===== config.mk =====
export PLATFORM = sky130hd
export DESIGN_NAME = ext_bus_strobe_ctrl
export DESIGN_NICKNAME = d
export VERILOG_FILES = /design/src/logic/ext_bus_pkg.sv /design/src/logic/ext_bus_strobe_ctrl.sv /design/src/logic/sync_two_ff.sv
export VERILOG_INCLUDE_DIRS = /design/src /design/src/logic
export SDC_FILE = /design/constraint.sdc
export NUM_CORES = 1
export LEC_CHECK = 0
export BUFFER_PORTS_ARGS = -buffer_cell sky130_fd_sc_hd__buf_4
export CORE_MARGIN = 5
export CORE_UTILIZATION = 54
export DETAILED_ROUTE_END_ITERATION = 12
export HOLD_SLACK_MARGIN = 0.06
export PLACE_DENSITY_LB_ADDON = 0.3
export SLEW_MARGIN = 20
export SYNTH_ARGS = -nofsm -noshare
export SYNTH_HDL_FRONTEND = slang
export SYNTH_SLANG_ARGS = --single-unit

===== constraint.sdc =====
create_clock -name mclk -period 4.5 [get_ports mclk]
set_clock_uncertainty 0.1 [all_clocks]
set_input_delay 0.9 -clock mclk [delete_from_list [all_inputs] [get_ports mclk]]
set_output_delay 0.9 -clock mclk [all_outputs]
set_load 0.02 [all_outputs]

===== src/logic/ext_bus_cfg.svh =====
`ifndef EXT_BUS_CFG_SVH
`define EXT_BUS_CFG_SVH

// Bus clock half period in mclk cycles (100 MHz / 4 = 25 MHz bus clock)
`define BCLK_HALF_CYC  2
`define BCLK_CNT_W     2
`define ADDR_W         20
`define DATA_W         16
`define AREA_W         4
// Top address bits that pick one of the four access spaces
`define AREA_SEL_HI    19
`define AREA_SEL_LO    18
`define HI_ADDR_LO     16
`define LOW_BYTE_W     8

`endif


===== src/logic/ext_bus_pkg.sv =====
`include "ext_bus_cfg.svh"

package ext_bus_pkg;

  // Request from the core side
  typedef struct packed {
    logic                 write;
    logic [`ADDR_W-1:0]   addr;
    logic [`DATA_W-1:0]   wdata;
    logic [1:0]           be;      // Bit 1 = odd byte, bit 0 = even byte
  } bus_req_t;

  // Strobe group driven toward the pins
  typedef struct packed {
    logic strobe_a_n;   // Even write strobe, or single write strobe
    logic strobe_b_n;   // Odd write strobe, or upper byte select
    logic fetch_n;
    logic ale;
  } strobe_t;

endpackage : ext_bus_pkg


===== src/logic/ext_bus_strobe_ctrl.sv =====
`timescale 1ns/100ps
`include "ext_bus_cfg.svh"

module ext_bus_strobe_ctrl
  import ext_bus_pkg::*;
(
  input  wire logic                  mclk,
  input  wire logic                  rst_b,
  // Static configuration
  input  wire logic                  split_strobe_mode,
  input  wire logic                  mux_mode,
  input  wire logic                  bus16,
  input  wire logic                  area_sel_en,
  // Core side
  input  wire logic                  req_valid,
  output      logic                  req_ready,
  input  wire bus_req_t              req,
  output      logic                  resp_valid,
  output      logic [`DATA_W-1:0]    resp_rdata,
  // External pins
  output      logic                  bclk,
  output      logic [`ADDR_W-1:0]    addr_out,
  output      logic                  addr_oe_n,
  output      logic [`DATA_W-1:0]    data_out,
  output      logic                  data_oe_n,
  input  wire logic [`DATA_W-1:0]    data_in,
  output      logic                  store_strobe_even_n,
  output      logic                  store_strobe_odd_n,
  output      logic                  fetch_strobe_n,
  output      logic                  address_latch_pulse,
  output      logic                  ctrl_oe_n,
  input  wire logic                  bus_release_request_n,
  output      logic                  bus_release_ack_n,
  input  wire logic                  wait_request_n,
  output      logic                  hold_state
);

  typedef enum logic [2:0] {ST_IDLE, ST_ADDR, ST_STROBE, ST_END, ST_HOLD} bus_state_t;

  // ----------------------------------------------------------------
  // Area select decode
  // ----------------------------------------------------------------
  function automatic logic [`AREA_W-1:0] area_decode(input logic [`ADDR_W-1:0] a);
    logic [`AREA_W-1:0] sel_n;
    sel_n = '1;
    sel_n[a[`AREA_SEL_HI:`AREA_SEL_LO]] = 1'b0;
    return sel_n;
  endfunction : area_decode

  bus_state_t                  state_ff;
  bus_state_t                  nxt_state;
  bus_req_t                    cur_ff;
  logic [`BCLK_CNT_W-1:0]      div_ff;
  logic                        bclk_ff;
  logic                        rise_tick;
  logic [`DATA_W+1:0]          pin_sync;
  logic                        hold_req_s;
  logic                        wait_s;
  logic [`DATA_W-1:0]          data_in_s;
  logic                        resp_valid_ff;
  logic [`DATA_W-1:0]          rdata_ff;
  strobe_t                     strb;

  // ----------------------------------------------------------------
  // Pin input synchronisers
  // ----------------------------------------------------------------
  sync_two_ff #(
    .WIDTH   (`DATA_W+2),
    .RST_VAL ({2'b11, {`DATA_W{1'b0}}})
  ) u_pin_sync (
    .mclk (mclk),
    .rst_b(rst_b),
    .din  ({bus_release_request_n, wait_request_n, data_in}),
    .dout (pin_sync)
  );

  assign hold_req_s = ~pin_sync[`DATA_W+1];
  assign wait_s     = ~pin_sync[`DATA_W];
  assign data_in_s  = pin_sync[`DATA_W-1:0];

  // ----------------------------------------------------------------
  // Bus clock divider
  // ----------------------------------------------------------------
  // The bus is stepped only on the bus clock rising edge, so every
  // phase lasts a whole number of bus clock periods seen by external logic
  always_ff @(posedge mclk or negedge rst_b) begin
    if (!rst_b) begin
      div_ff  <= '0;
      bclk_ff <= 1'b0;
    end else if (div_ff == `BCLK_CNT_W'(`BCLK_HALF_CYC - 1)) begin
      div_ff  <= '0;
      bclk_ff <= ~bclk_ff;
    end else begin
      div_ff  <= div_ff + 1'b1;
    end
  end

  assign rise_tick = (div_ff == `BCLK_CNT_W'(`BCLK_HALF_CYC - 1)) && !bclk_ff;
  assign bclk      = bclk_ff;

  // ----------------------------------------------------------------
  // Cycle sequencer
  // ----------------------------------------------------------------
  // Hold is granted only between cycles so an access is never torn
  always_comb begin
    nxt_state = state_ff;
    case (state_ff)
      ST_IDLE: begin
        if (hold_req_s) begin
          nxt_state = ST_HOLD;
        end else if (req_valid) begin
          nxt_state = ST_ADDR;
        end
      end
      ST_ADDR:   nxt_state = ST_STROBE;
      ST_STROBE: begin
        if (!wait_s) begin
          nxt_state = ST_END;
        end
      end
      ST_END:    nxt_state = ST_IDLE;
      ST_HOLD: begin
        if (!hold_req_s) begin
          nxt_state = ST_IDLE;
        end
      end
      default:   nxt_state = ST_IDLE;
    endcase
  end

  always_ff @(posedge mclk or negedge rst_b) begin
    if (!rst_b) begin
      state_ff <= ST_IDLE;
    end else if (rise_tick) begin
      state_ff <= nxt_state;
    end
  end

  // Request accepted on the bus clock edge that leaves idle
  assign req_ready = rise_tick && (state_ff == ST_IDLE) && !hold_req_s;

  // Request is held for the whole cycle so pins stay stable in waits
  always_ff @(posedge mclk or negedge rst_b) begin
    if (!rst_b) begin
      cur_ff <= '0;
    end else if (req_valid && req_ready) begin
      cur_ff <= req;
    end
  end

  // ----------------------------------------------------------------
  // Read capture and response
  // ----------------------------------------------------------------
  // Data is taken on the last edge of the strobe phase, still inside it
  always_ff @(posedge mclk or negedge rst_b) begin
    if (!rst_b) begin
      rdata_ff      <= '0;
      resp_valid_ff <= 1'b0;
    end else begin
      resp_valid_ff <= rise_tick && (state_ff == ST_END);
      if (rise_tick && (state_ff == ST_STROBE) && !wait_s && !cur_ff.write) begin
        rdata_ff <= data_in_s;
      end
    end
  end

  assign resp_valid = resp_valid_ff;
  assign resp_rdata = rdata_ff;

  // ----------------------------------------------------------------
  // Strobe generation
  // ----------------------------------------------------------------
  always_comb begin
    strb.ale        = (state_ff == ST_ADDR);
    strb.fetch_n    = !((state_ff == ST_STROBE) && !cur_ff.write);
    strb.strobe_a_n = 1'b1;
    strb.strobe_b_n = 1'b1;
    if (split_strobe_mode) begin
      if ((state_ff == ST_STROBE) && cur_ff.write) begin
        strb.strobe_a_n = !cur_ff.be[0];
        strb.strobe_b_n = !cur_ff.be[1];
      end
    end else begin
      strb.strobe_a_n = !((state_ff == ST_STROBE) && cur_ff.write);
      // Select stands for the whole cycle so it frames the strobe
      if ((state_ff == ST_ADDR) || (state_ff == ST_STROBE) || (state_ff == ST_END)) begin
        strb.strobe_b_n = !cur_ff.be[1];
      end
    end
  end

  // Registered pin drivers: no glitches on the strobes
  always_ff @(posedge mclk or negedge rst_b) begin
    if (!rst_b) begin
      store_strobe_even_n <= 1'b1;
      store_strobe_odd_n  <= 1'b1;
      fetch_strobe_n      <= 1'b1;
      address_latch_pulse <= 1'b0;
    end else begin
      store_strobe_even_n <= strb.strobe_a_n;
      store_strobe_odd_n  <= strb.strobe_b_n;
      fetch_strobe_n      <= strb.fetch_n;
      address_latch_pulse <= strb.ale;
    end
  end

  // ----------------------------------------------------------------
  // Address and data pins
  // ----------------------------------------------------------------
  always_ff @(posedge mclk or negedge rst_b) begin
    if (!rst_b) begin
      addr_out <= '0;
      data_out <= '0;
    end else begin
      addr_out <= cur_ff.addr;
      if (area_sel_en) begin
        addr_out[`AREA_SEL_HI:`HI_ADDR_LO] <= area_decode(cur_ff.addr);
      end
      if (mux_mode && (state_ff == ST_ADDR)) begin
        data_out <= bus16 ? cur_ff.addr[`DATA_W-1:0]
                          : {{`LOW_BYTE_W{1'b0}}, cur_ff.addr[`LOW_BYTE_W-1:0]};
      end else begin
        data_out <= cur_ff.wdata;
      end
    end
  end

  // Enables are active low; data pins drive for the address phase in
  // multiplexed mode and for the strobe phase of a write
  always_ff @(posedge mclk or negedge rst_b) begin
    if (!rst_b) begin
      addr_oe_n <= 1'b0;
      ctrl_oe_n <= 1'b0;
      data_oe_n <= 1'b1;
    end else begin
      addr_oe_n <= (state_ff == ST_HOLD);
      ctrl_oe_n <= (state_ff == ST_HOLD);
      data_oe_n <= !((mux_mode && (state_ff == ST_ADDR)) ||
                     (cur_ff.write && (state_ff == ST_STROBE)));
    end
  end

  // ----------------------------------------------------------------
  // Hold acknowledge
  // ----------------------------------------------------------------
  always_ff @(posedge mclk or negedge rst_b) begin
    if (!rst_b) begin
      bus_release_ack_n <= 1'b1;
      hold_state        <= 1'b0;
    end else begin
      bus_release_ack_n <= (state_ff != ST_HOLD);
      hold_state        <= (state_ff == ST_HOLD);
    end
  end

endmodule : ext_bus_strobe_ctrl


===== src/logic/sync_two_ff.sv =====
`timescale 1ns/100ps

// Two flip-flop synchroniser for pin inputs; first stage feeds only the second
module sync_two_ff #(
  parameter int          WIDTH    = 1,
  parameter logic [WIDTH-1:0] RST_VAL = '1
) (
  input  wire logic             mclk,
  input  wire logic             rst_b,
  input  wire logic [WIDTH-1:0] din,
  output      logic [WIDTH-1:0] dout
);

  logic [WIDTH-1:0] meta_ff;

  // Both stages reset to the idle level of the pins
  always_ff @(posedge mclk or negedge rst_b) begin
    if (!rst_b) begin
      meta_ff <= RST_VAL;
      dout    <= RST_VAL;
    end else begin
      meta_ff <= din;
      dout    <= meta_ff;
    end
  end

endmodule : sync_two_ff


-- Yosys cells after proc, flatten, opt, wreduce, memory -nomap -nowiden
Index checks and enable logic that the tools add are counted.
Widths: inputs -> output; s select.
- word-level logic and storage cells: 72
- bits of input ports: 64
- output and inout port bits: 64
- register bits: 141
- bitwise gates (word level): 2
- order comparisons: 2
- muxes and demuxes: 14
- add/subtract/negate cells: 1
- reductions and logical operators: 24
- equal/unequal tests: 9
- operators with widths (kind ; count):
    $mux 16 ; 2
    $logic_and 1x1->1 ; 12
    $mux 3 ; 4
    $pmux 3 s4 ; 1
    $logic_not 1->1 ; 7
    $eq 3x2->1 const B ; 2
    $mux 2 ; 3
    $ne 3x3->1 const B ; 2
    $mux 4 ; 1
    $ne 2x1->1 const B ; 2
    $not 4->4 ; 1
    $reduce_and 4->1 ; 1
    $eq 3x1->1 const B ; 1
    $eq 3x3->1 const B ; 1
    $logic_not 3->1 ; 1
    $logic_or 1x1->1 ; 3
    $lt 2x3->1 const B ; 1
    $add 2x1->2 const B ; 1
    $demux 1 s2 ; 1
    $eq 2x1->1 const B ; 1
    $ge 2x1->1 const B ; 1
    $mux 1 ; 2
    $not 1->1 ; 1

-- Logic depth before layout (Yosys ltp)
Gate-level depths: netlist (run 1).
- depth in word-level cells: 6
- gate-level depth with buffers: 6
- mapped depth without buffers: 3

-- Hierarchy
From an unflattened synthesis (run 1), not the netlist that was laid out.
- cell total of the unflattened synthesis: 291
- area, all modules: 4762.1 um^2
- by module, submodules not included (module ; cells each ; seq. area each (um^2) ; area each (um^2) ; times used):
    ext_bus_strobe_ctrl ; 255 ; 2633.8 ; 3856.2 ; 1
    sync_two_ff ; 36 ; 905.9 ; 905.9 ; 1

-- Least setup slack after synthesis (run 1)
Ideal clock, no wire load.
- kind: register -> output
- start point: register bclk_ff (netlist: bclk)
- end point: output port req_ready
- arrival: 1485 ps
- cell stages (with the launch flop): 4
- slack: 2015 ps
- data required time: 3500 ps
- buffers on the path: 1
- cell sequence: dfrtp_1 > or3b_1 > buf_4 > nor3_1
- cells in the longest elaborated chain, start to end: 4
- ends and longest elaborated chain (element ; line ; RTL):
    start, declared ; ext_bus_strobe_ctrl.sv:54 ; logic bclk_ff;
    start signal, assigned ; ext_bus_strobe_ctrl.sv:92 ; bclk_ff <= ~bclk_ff;
    $logic_not 1->1 ; ext_bus_strobe_ctrl.sv:98 ; assign rise_tick = (div_ff == `BCLK_CNT_W'(`BCLK_HALF_CYC - 1)) && !bclk_ff;
    $logic_and 1x1->1 ; ext_bus_strobe_ctrl.sv:98 ;
    $logic_and 1x1->1 (2 in series) ; ext_bus_strobe_ctrl.sv:140 ; assign req_ready = rise_tick && (state_ff == ST_IDLE) && !hold_req_s;
    end, declared ; ext_bus_strobe_ctrl.sv:16 ; output logic req_ready,
No other way between the ends.

-- Final worst setup path (run 1)
- start point: register div_ff[1]
- end point: output port req_ready
- cells in the longest elaborated chain, start to end: 4
- ends and longest elaborated chain (element ; line ; RTL):
    start, declared ; ext_bus_strobe_ctrl.sv:53 ; logic [`BCLK_CNT_W-1:0] div_ff;
    start signal, assigned ; ext_bus_strobe_ctrl.sv:94 ; div_ff <= div_ff + 1'b1;
    $eq 2x1->1 ; ext_bus_strobe_ctrl.sv:98 ;
    $logic_and 1x1->1 ; ext_bus_strobe_ctrl.sv:98 ;
    $logic_and 1x1->1 (2 in series) ; ext_bus_strobe_ctrl.sv:140 ;
No other way between the ends.

==> metrics.txt, run 1 <==
R2R Path Start div_ff[1]$_DFF_PN0_; Clk Latency, worst-skew pair 490 ps; H-Tree Depth 4; Final Hold Vio Count 0; via count 2684; Initial DRC Count 69; first-pass GRT wire length 15.1 mm; Net Count, Synth 354; Crit Path Class flip-flop to output port; sequential fraction of the synthesis area 73.3%; Synth area leaders dfrtp_1 68%, mux2_2 10%, mux2_4 6.2%; unrepaired setup endpoints after global routing false; Leakage 0.00316 uW; final setup vio count 0; Max Freq 352 MHz; Hold Path End u_pin_sync.dout[1]$_DFF_PN0_; Fillers 552; Syn-to-layout area delta 32.0%; area leader, netlist dfrtp_1; core area 8720 sq um; Hold Path Stages 0; Total GRT Usage 17.3%; IO Pins 128; CTS buffer count 17; initial antenna violation count 0; Worst R2R Setup Slack 2090 ps; gpl congestion 0.789; Sw Ratio 28.2%; Final Max Slew Viols 0; Avg Cell Area, Syn 16.7 sq um; Die Width 105 um; HPWL Detailed 6.05 mm; post-synth top area share 68.4%; detailed-route wire length per cell 16.7 um; Reg power frac 43.7%; Hold Crit Class flip-flop to flip-flop; DRT Pass-1 Iters 6; P_int 2880 uW; maximum VDD drop 0.330 mV; hold_sp u_pin_sync.meta_ff[1]$_DFF_PN0_; post-route cell area 6380 sq um; CP Cell Sequence or3b_1 -> nor3_1 -> buf_4; Routed WL 9.03 mm; fraction of registers with async set/reset 100%; cell depth of the worst flop-to-flop path 3; hold-fix buffers at CTS 0; status complete, no violations; die area 10900 sq um; most instantiated cells after synthesis 132 x dfrtp_1, 43 x mux2_2, 21 x nand2_1, 20 x mux2_4, 12 x o21ai_0; Mapped Area 4830 sq um; clock tree sinks 141; port bufs 127; Net Switching 1130 uW; Tcrit/Tclk final 63.1%; Crit. End Element output port; CP Launch Type flip-flop; Yosys reg bits 141; Setup crit start div_ff[1]$_DFF_PN0_; register clock-pin slew on the reported worst setup and hold paths 60 ps; Post-synth top flop dfrtp_1; delay of the slowest critical-path stage 550 ps; clock root buffer clkbuf_8; Comb power frac 23.7%; setup TNS 0 ps; CP Max Fanout 11; CTS resizes 0; relative slew slack 37.2%; initial core utilization 55.4%; placed cell area 5810 sq um; Yosys warning count 0; CP Data Required Time 3500 ps; Clock Tree Buf Depth 2; antenna cells 0; Routed Antenna Nets 0; vias in the first global route 3026; Worst Max-Slew Pin Slew 942 ps; drt via density 4.96; worst r2r dst cur_ff[32]$_DFFE_PN0P_; DRC 0; crit path time final 2840 ps; Slowest-stage cell, CP or3b_1; P per Cell Area 629 nW/um^2; row cnt 34; layout cells sized above 1 55.0%; CTS tree done; Post-CTS Repair Setup Buffers 0; MaxCap Viol Count 0; Critical Path AT 1840 ps; most numerous cell in the Yosys netlist dfrtp_1; Overflow after GRT 0; Final nets 485; Cells after Synth 290; Die H 105 um; number of synthesized flops with an enable pin 0; largest net degree at the start of global routing 123; Unique masters post-synth 36; Clock Power Share 32.6%
[cells by family (layout without fill, tap and decap cells)]
| kind of cell | count (synthesis) | after routing | synth area share [%] |
|---|---|---|---|
| multiplexers | 63 | 63 | 16.2 |
| AO/OA/AOI/OAI | 21 | 21 | 2.67 |
| flip-flops | 141 | 141 | 73.3 |
| AND/OR/NAND/NOR | 41 | 41 | 4.64 |
| buffers and inverters | 24 | 167 | 3.16 |
[worst max-delay path by stage]
| stage | slack (ps) | depth (start not counted) | endpoint |
|---|---|---|---|
| finish | 1660 | 3 | req_ready |
| global route | 1560 | 3 | req_ready |
| CTS | 1640 | 3 | req_ready |
| detailed placement | 1920 | 3 | data_out[4]$_DFF_PN0_ |
| global placement | 1960 | 3 | data_out[3]$_DFF_PN0_ |
| floorplan | 2020 | 3 | req_ready |
[routing by layer]
metal	vias to the layer above	routed length (um)	track usage, %
met5	-	0	0
met3	13	672	6.04
li1	1235	-	-
met1	1350	3600	21.5
met4	0	148	7.03
met2	86	4610	28.1
[flip-flops by register name (all words and copies together), names as in the netlist]
register / count
cur_ff: 39
addr_out: 20
u_pin_sync.dout: 18
u_pin_sync.meta_ff: 18
data_out: 16
resp_rdata: 16
state_ff: 3
div_ff: 2
address_latch_pulse: 1
bclk: 1
bus_release_ack_n: 1
data_oe_n: 1
fetch_strobe_n: 1
hold_state: 1
resp_valid: 1
store_strobe_even_n: 1
store_strobe_odd_n: 1
[worst max-delay path: cells and delay by family (launching register included)]
kind,cells,cell delay [ps]
buffers and inverters,1,170
and+or+nand+nor,2,790
DFF,1,380
[final cells by class]
class	instances	area (sq um)	share of cell area [%]
clock buffers	18	428	6.71
clock inverters	13	140	2.20
inverters	8	30.0	0.471
multi-input cells	125	1140	17.8
flip-flops and latches	141	3540	55.5
well taps	108	135	2.12
repair buffers	128	967	15.2
[cell usage in the layout (no fill, tap or decap), drive strengths merged, types with 2 or more instances in the layout]
master    Yosys  final
inv           8     11
nand3b        2      2
or2           2      2
nor3          2      2
clkbuf        4     19
clkinvlp      0      4
mux2         63     63
nand2        21     21
o21ai        12     12
a21o          2      2
buf          12    127
clkinv        0      4
dfstp         9      9
bufinv        0      2
dfrtp       132    132
o2111ai       2      2
nor2          4      4
[power by group through the flow]
| stage | logic, uW | registers (uW) | clock network, uW |
|---|---|---|---|
| final | 950 | 1750 | 1310 |
| after global routing | 1020 | 1790 | 1410 |
| after CTS | 968 | 1750 | 1340 |
| after detailed placement | 962 | 1770 | 0 |
| after global placement | 937 | 1750 | 0 |
| after floorplan | 383 | 1930 | 0 |
[metrics by stage]
| step | worst slack (ps) | cells | util, % | hold slack (ps) | power [uW] |
|---|---|---|---|---|---|
| 2_1_floorplan | 2020 | 290 | - | 231 | 2310 |
| 3_3_place_gp | 1960 | 510 | 66.6 | 232 | 2690 |
| 3_5_place_dp | 1920 | 510 | 66.6 | 235 | 2730 |
| 4_1_cts | 1640 | 541 | 73.1 | 248 | 4060 |
| 5_1_grt | 1560 | 541 | 73.1 | 255 | 4210 |
| 6_report | 1660 | 541 | 73.1 | 247 | 4010 |
(Power assumes the default switching activity.)
==> run 2: changes to the inputs <==
--- a/config.mk
+++ b/config.mk
@@ -8,7 +8,7 @@
 export LEC_CHECK = 0
 export BUFFER_PORTS_ARGS = -buffer_cell sky130_fd_sc_hd__buf_4
 export CORE_MARGIN = 5
-export CORE_UTILIZATION = 54
+export CORE_UTILIZATION = 52
 export DETAILED_ROUTE_END_ITERATION = 12
 export HOLD_SLACK_MARGIN = 0.06
 export PLACE_DENSITY_LB_ADDON = 0.3
==> constraint.sdc (replaced) <==
create_clock -name mclk -period 2.78 [get_ports mclk]
set_clock_uncertainty 0.1 [all_clocks]
set_input_delay 0.556 -clock mclk [delete_from_list [all_inputs] [get_ports mclk]]
set_output_delay 0.556 -clock mclk [all_outputs]
set_load 0.02 [all_outputs]
==> run 2 against run 1 <==
Against the previous run: wire length grew 6.7%; sequential cell count is the same; combinational power grew 64%; utilization shrank 1.3 points; sequential share of layout area shrank 1.7 points; worst hold slack lost 64 ps; via count grew 2.8%; setup slack lost 1400 ps; largest cell class unchanged; largest power group unchanged.
==> metrics.txt, run 2 (synthesis gave the netlist of run 1 again) <==
max reg flops 39 (unchanged); setup TNS 0 ps (unchanged); Hold Crit Class input pin to flip-flop; Clk Latency, worst-skew pair 500 ps (about the same); Total GRT Usage 18.6% (+1.2 points); status complete, no violations; gpl congestion 0.745 (-5.6%); CP Data Required Time 2120 ps (-1380 ps); unrepaired setup endpoints after global routing false; Worst R2R Setup Slack 410 ps (-1680 ps); Routed Antenna Nets 0 (unchanged); first-pass GRT wire length 15.9 mm (+5.3%); drt via density 4.87 (-1.8%); Clock Tree Buf Depth 2 (unchanged); antenna cells 0 (unchanged); final setup vio count 0 (unchanged); Hold Slack 183 ps (-63.9 ps); Syn-to-layout area delta 36.2%; CTS resizes 0 (unchanged); CTS buffer count 17 (unchanged); relative slew slack 37.8% (+0.58 points); Final nets 506 (+4.3%); Initial DRC Count 54 (-22%); Fillers 578 (+4.7%); crit path time final 2480 ps; MaxCap Viol Count 0 (unchanged); initial antenna violation count 0 (unchanged); CP Max Fanout 11 (unchanged); Crit Path Class flip-flop to output port; Setup crit start div_ff[1]$_DFF_PN0_; R2R Path Start div_ff[1]$_DFF_PN0_; largest net degree at the start of global routing 64 (-48%); hold-fix buffers at CTS 19 (+19); clock tree sinks 141 (unchanged); die area 11300 sq um (+3.5%); Crit. End Element output port; Final Hold Vio Count 0 (unchanged); Tcrit/Tclk final 89.1%; register clock-pin slew on the reported worst setup and hold paths 60 ps (about the same); Worst Max-Slew Pin Slew 934 ps (-8.63 ps); initial core utilization 52.8% (-2.6 points); via count 2758 (+2.8%); H-Tree Depth 4 (unchanged); DRC 0 (unchanged); P per Cell Area 990 nW/um^2 (+57%); Hold Path Stages 2 (+2); DRT Pass-1 Iters 5 (-1); HPWL Detailed 6.24 mm (+3.2%); Routed WL 9.63 mm (+6.7%); Die Width 106 um (+1.7%); Final Max Slew Viols 0 (unchanged); port bufs 127 (unchanged); detailed-route wire length per cell 17.0 um (+1.9%); most frequent cells in the layout 132 x dfrtp_1, 129 x buf_4, 43 x mux2_2, 21 x nand2_1, 20 x mux2_4; Die H 106 um (+1.7%); cell depth of the worst flop-to-flop path 3 (unchanged); CP Launch Type flip-flop; IO Pins 128 (unchanged); layout cells sized above 1 52.7% (-2.2 points); hold_sp area_sel_en; vias in the first global route 3102 (+2.5%); biggest regs cur_ff x39, addr_out x20; Max Freq 404 MHz; CTS tree done; Leakage 0.00324 uW (+2.4%); total power 6510 uW (+62%); row cnt 35 (+2.9%); Critical Path AT 1820 ps (-20 ps); clock root buffer clkbuf_8; Post-CTS Repair Setup Buffers 0 (unchanged); core area 9150 sq um (+4.9%); most common cell after layout, fill and taps aside dfrtp_1; maximum VDD drop 0.670 mV (+100%); Overflow after GRT 0 (unchanged); largest reg by FF count cur_ff
[run 2: layout make-up]
type | instances | area, sq um | area share [%]
Clock inverter | 13 | 130 | 1.98
Sequential cell | 141 | 3540 | 53.8
Multi-Input combinational cell | 125 | 1140 | 17.3
Timing Repair Buffer | 149 | 1170 | 17.8
Tap cell | 111 | 139 | 2.11
Clock buffer | 19 | 432 | 6.56
Inverter | 8 | 30.0 | 0.457
[run 2: worst max-delay path: stages, from the launching register on]
cell	delay [ps]
dfrtp_1	380
or3b_1	540
nor3_1	230
buf_4	170
[run 2: report_power, final]
group | total [uW] | internal, uW | switching [uW]
clock | 2110 | 1230 | 881
sequential | 2840 | 2570 | 270
combinational | 1560 | 813 | 751
total | 6510 | 4610 | 1900
[run 2: path summary, 6_finish.rpt]
path / end
setup / recovery: req_ready
max in group asynchronous: u_pin_sync.dout[16]$_DFF_PN1_
hold / removal: addr_out[16]$_DFF_PN0_
min in group asynchronous: u_pin_sync.dout[0]$_DFF_PN0_
hold reg to reg: u_pin_sync.dout[1]$_DFF_PN0_
setup reg to reg: cur_ff[30]$_DFFE_PN0P_
[run 2: per-stage QoR]
stage | instance area [sq um] | utilization (%) | cells | setup slack [ps]
2_1_floorplan | 4830 | - | 290 | 639
3_3_place_gp | 5830 | 63.7 | 515 | 456
3_5_place_dp | 5830 | 63.7 | 515 | 423
4_1_cts | 6580 | 71.9 | 566 | 275
5_1_grt | 6580 | 71.9 | 566 | 228
6_report | 6580 | 71.9 | 566 | 304
[run 2: metal layers]
metal,track usage [%],up-vias,part of all wire (%)
met5,0,-,0
met2,29.7,105,49
met4,7.03,0,1.3
li1,-,1278,-
met3,7.47,11,8.7
met1,22.7,1364,41
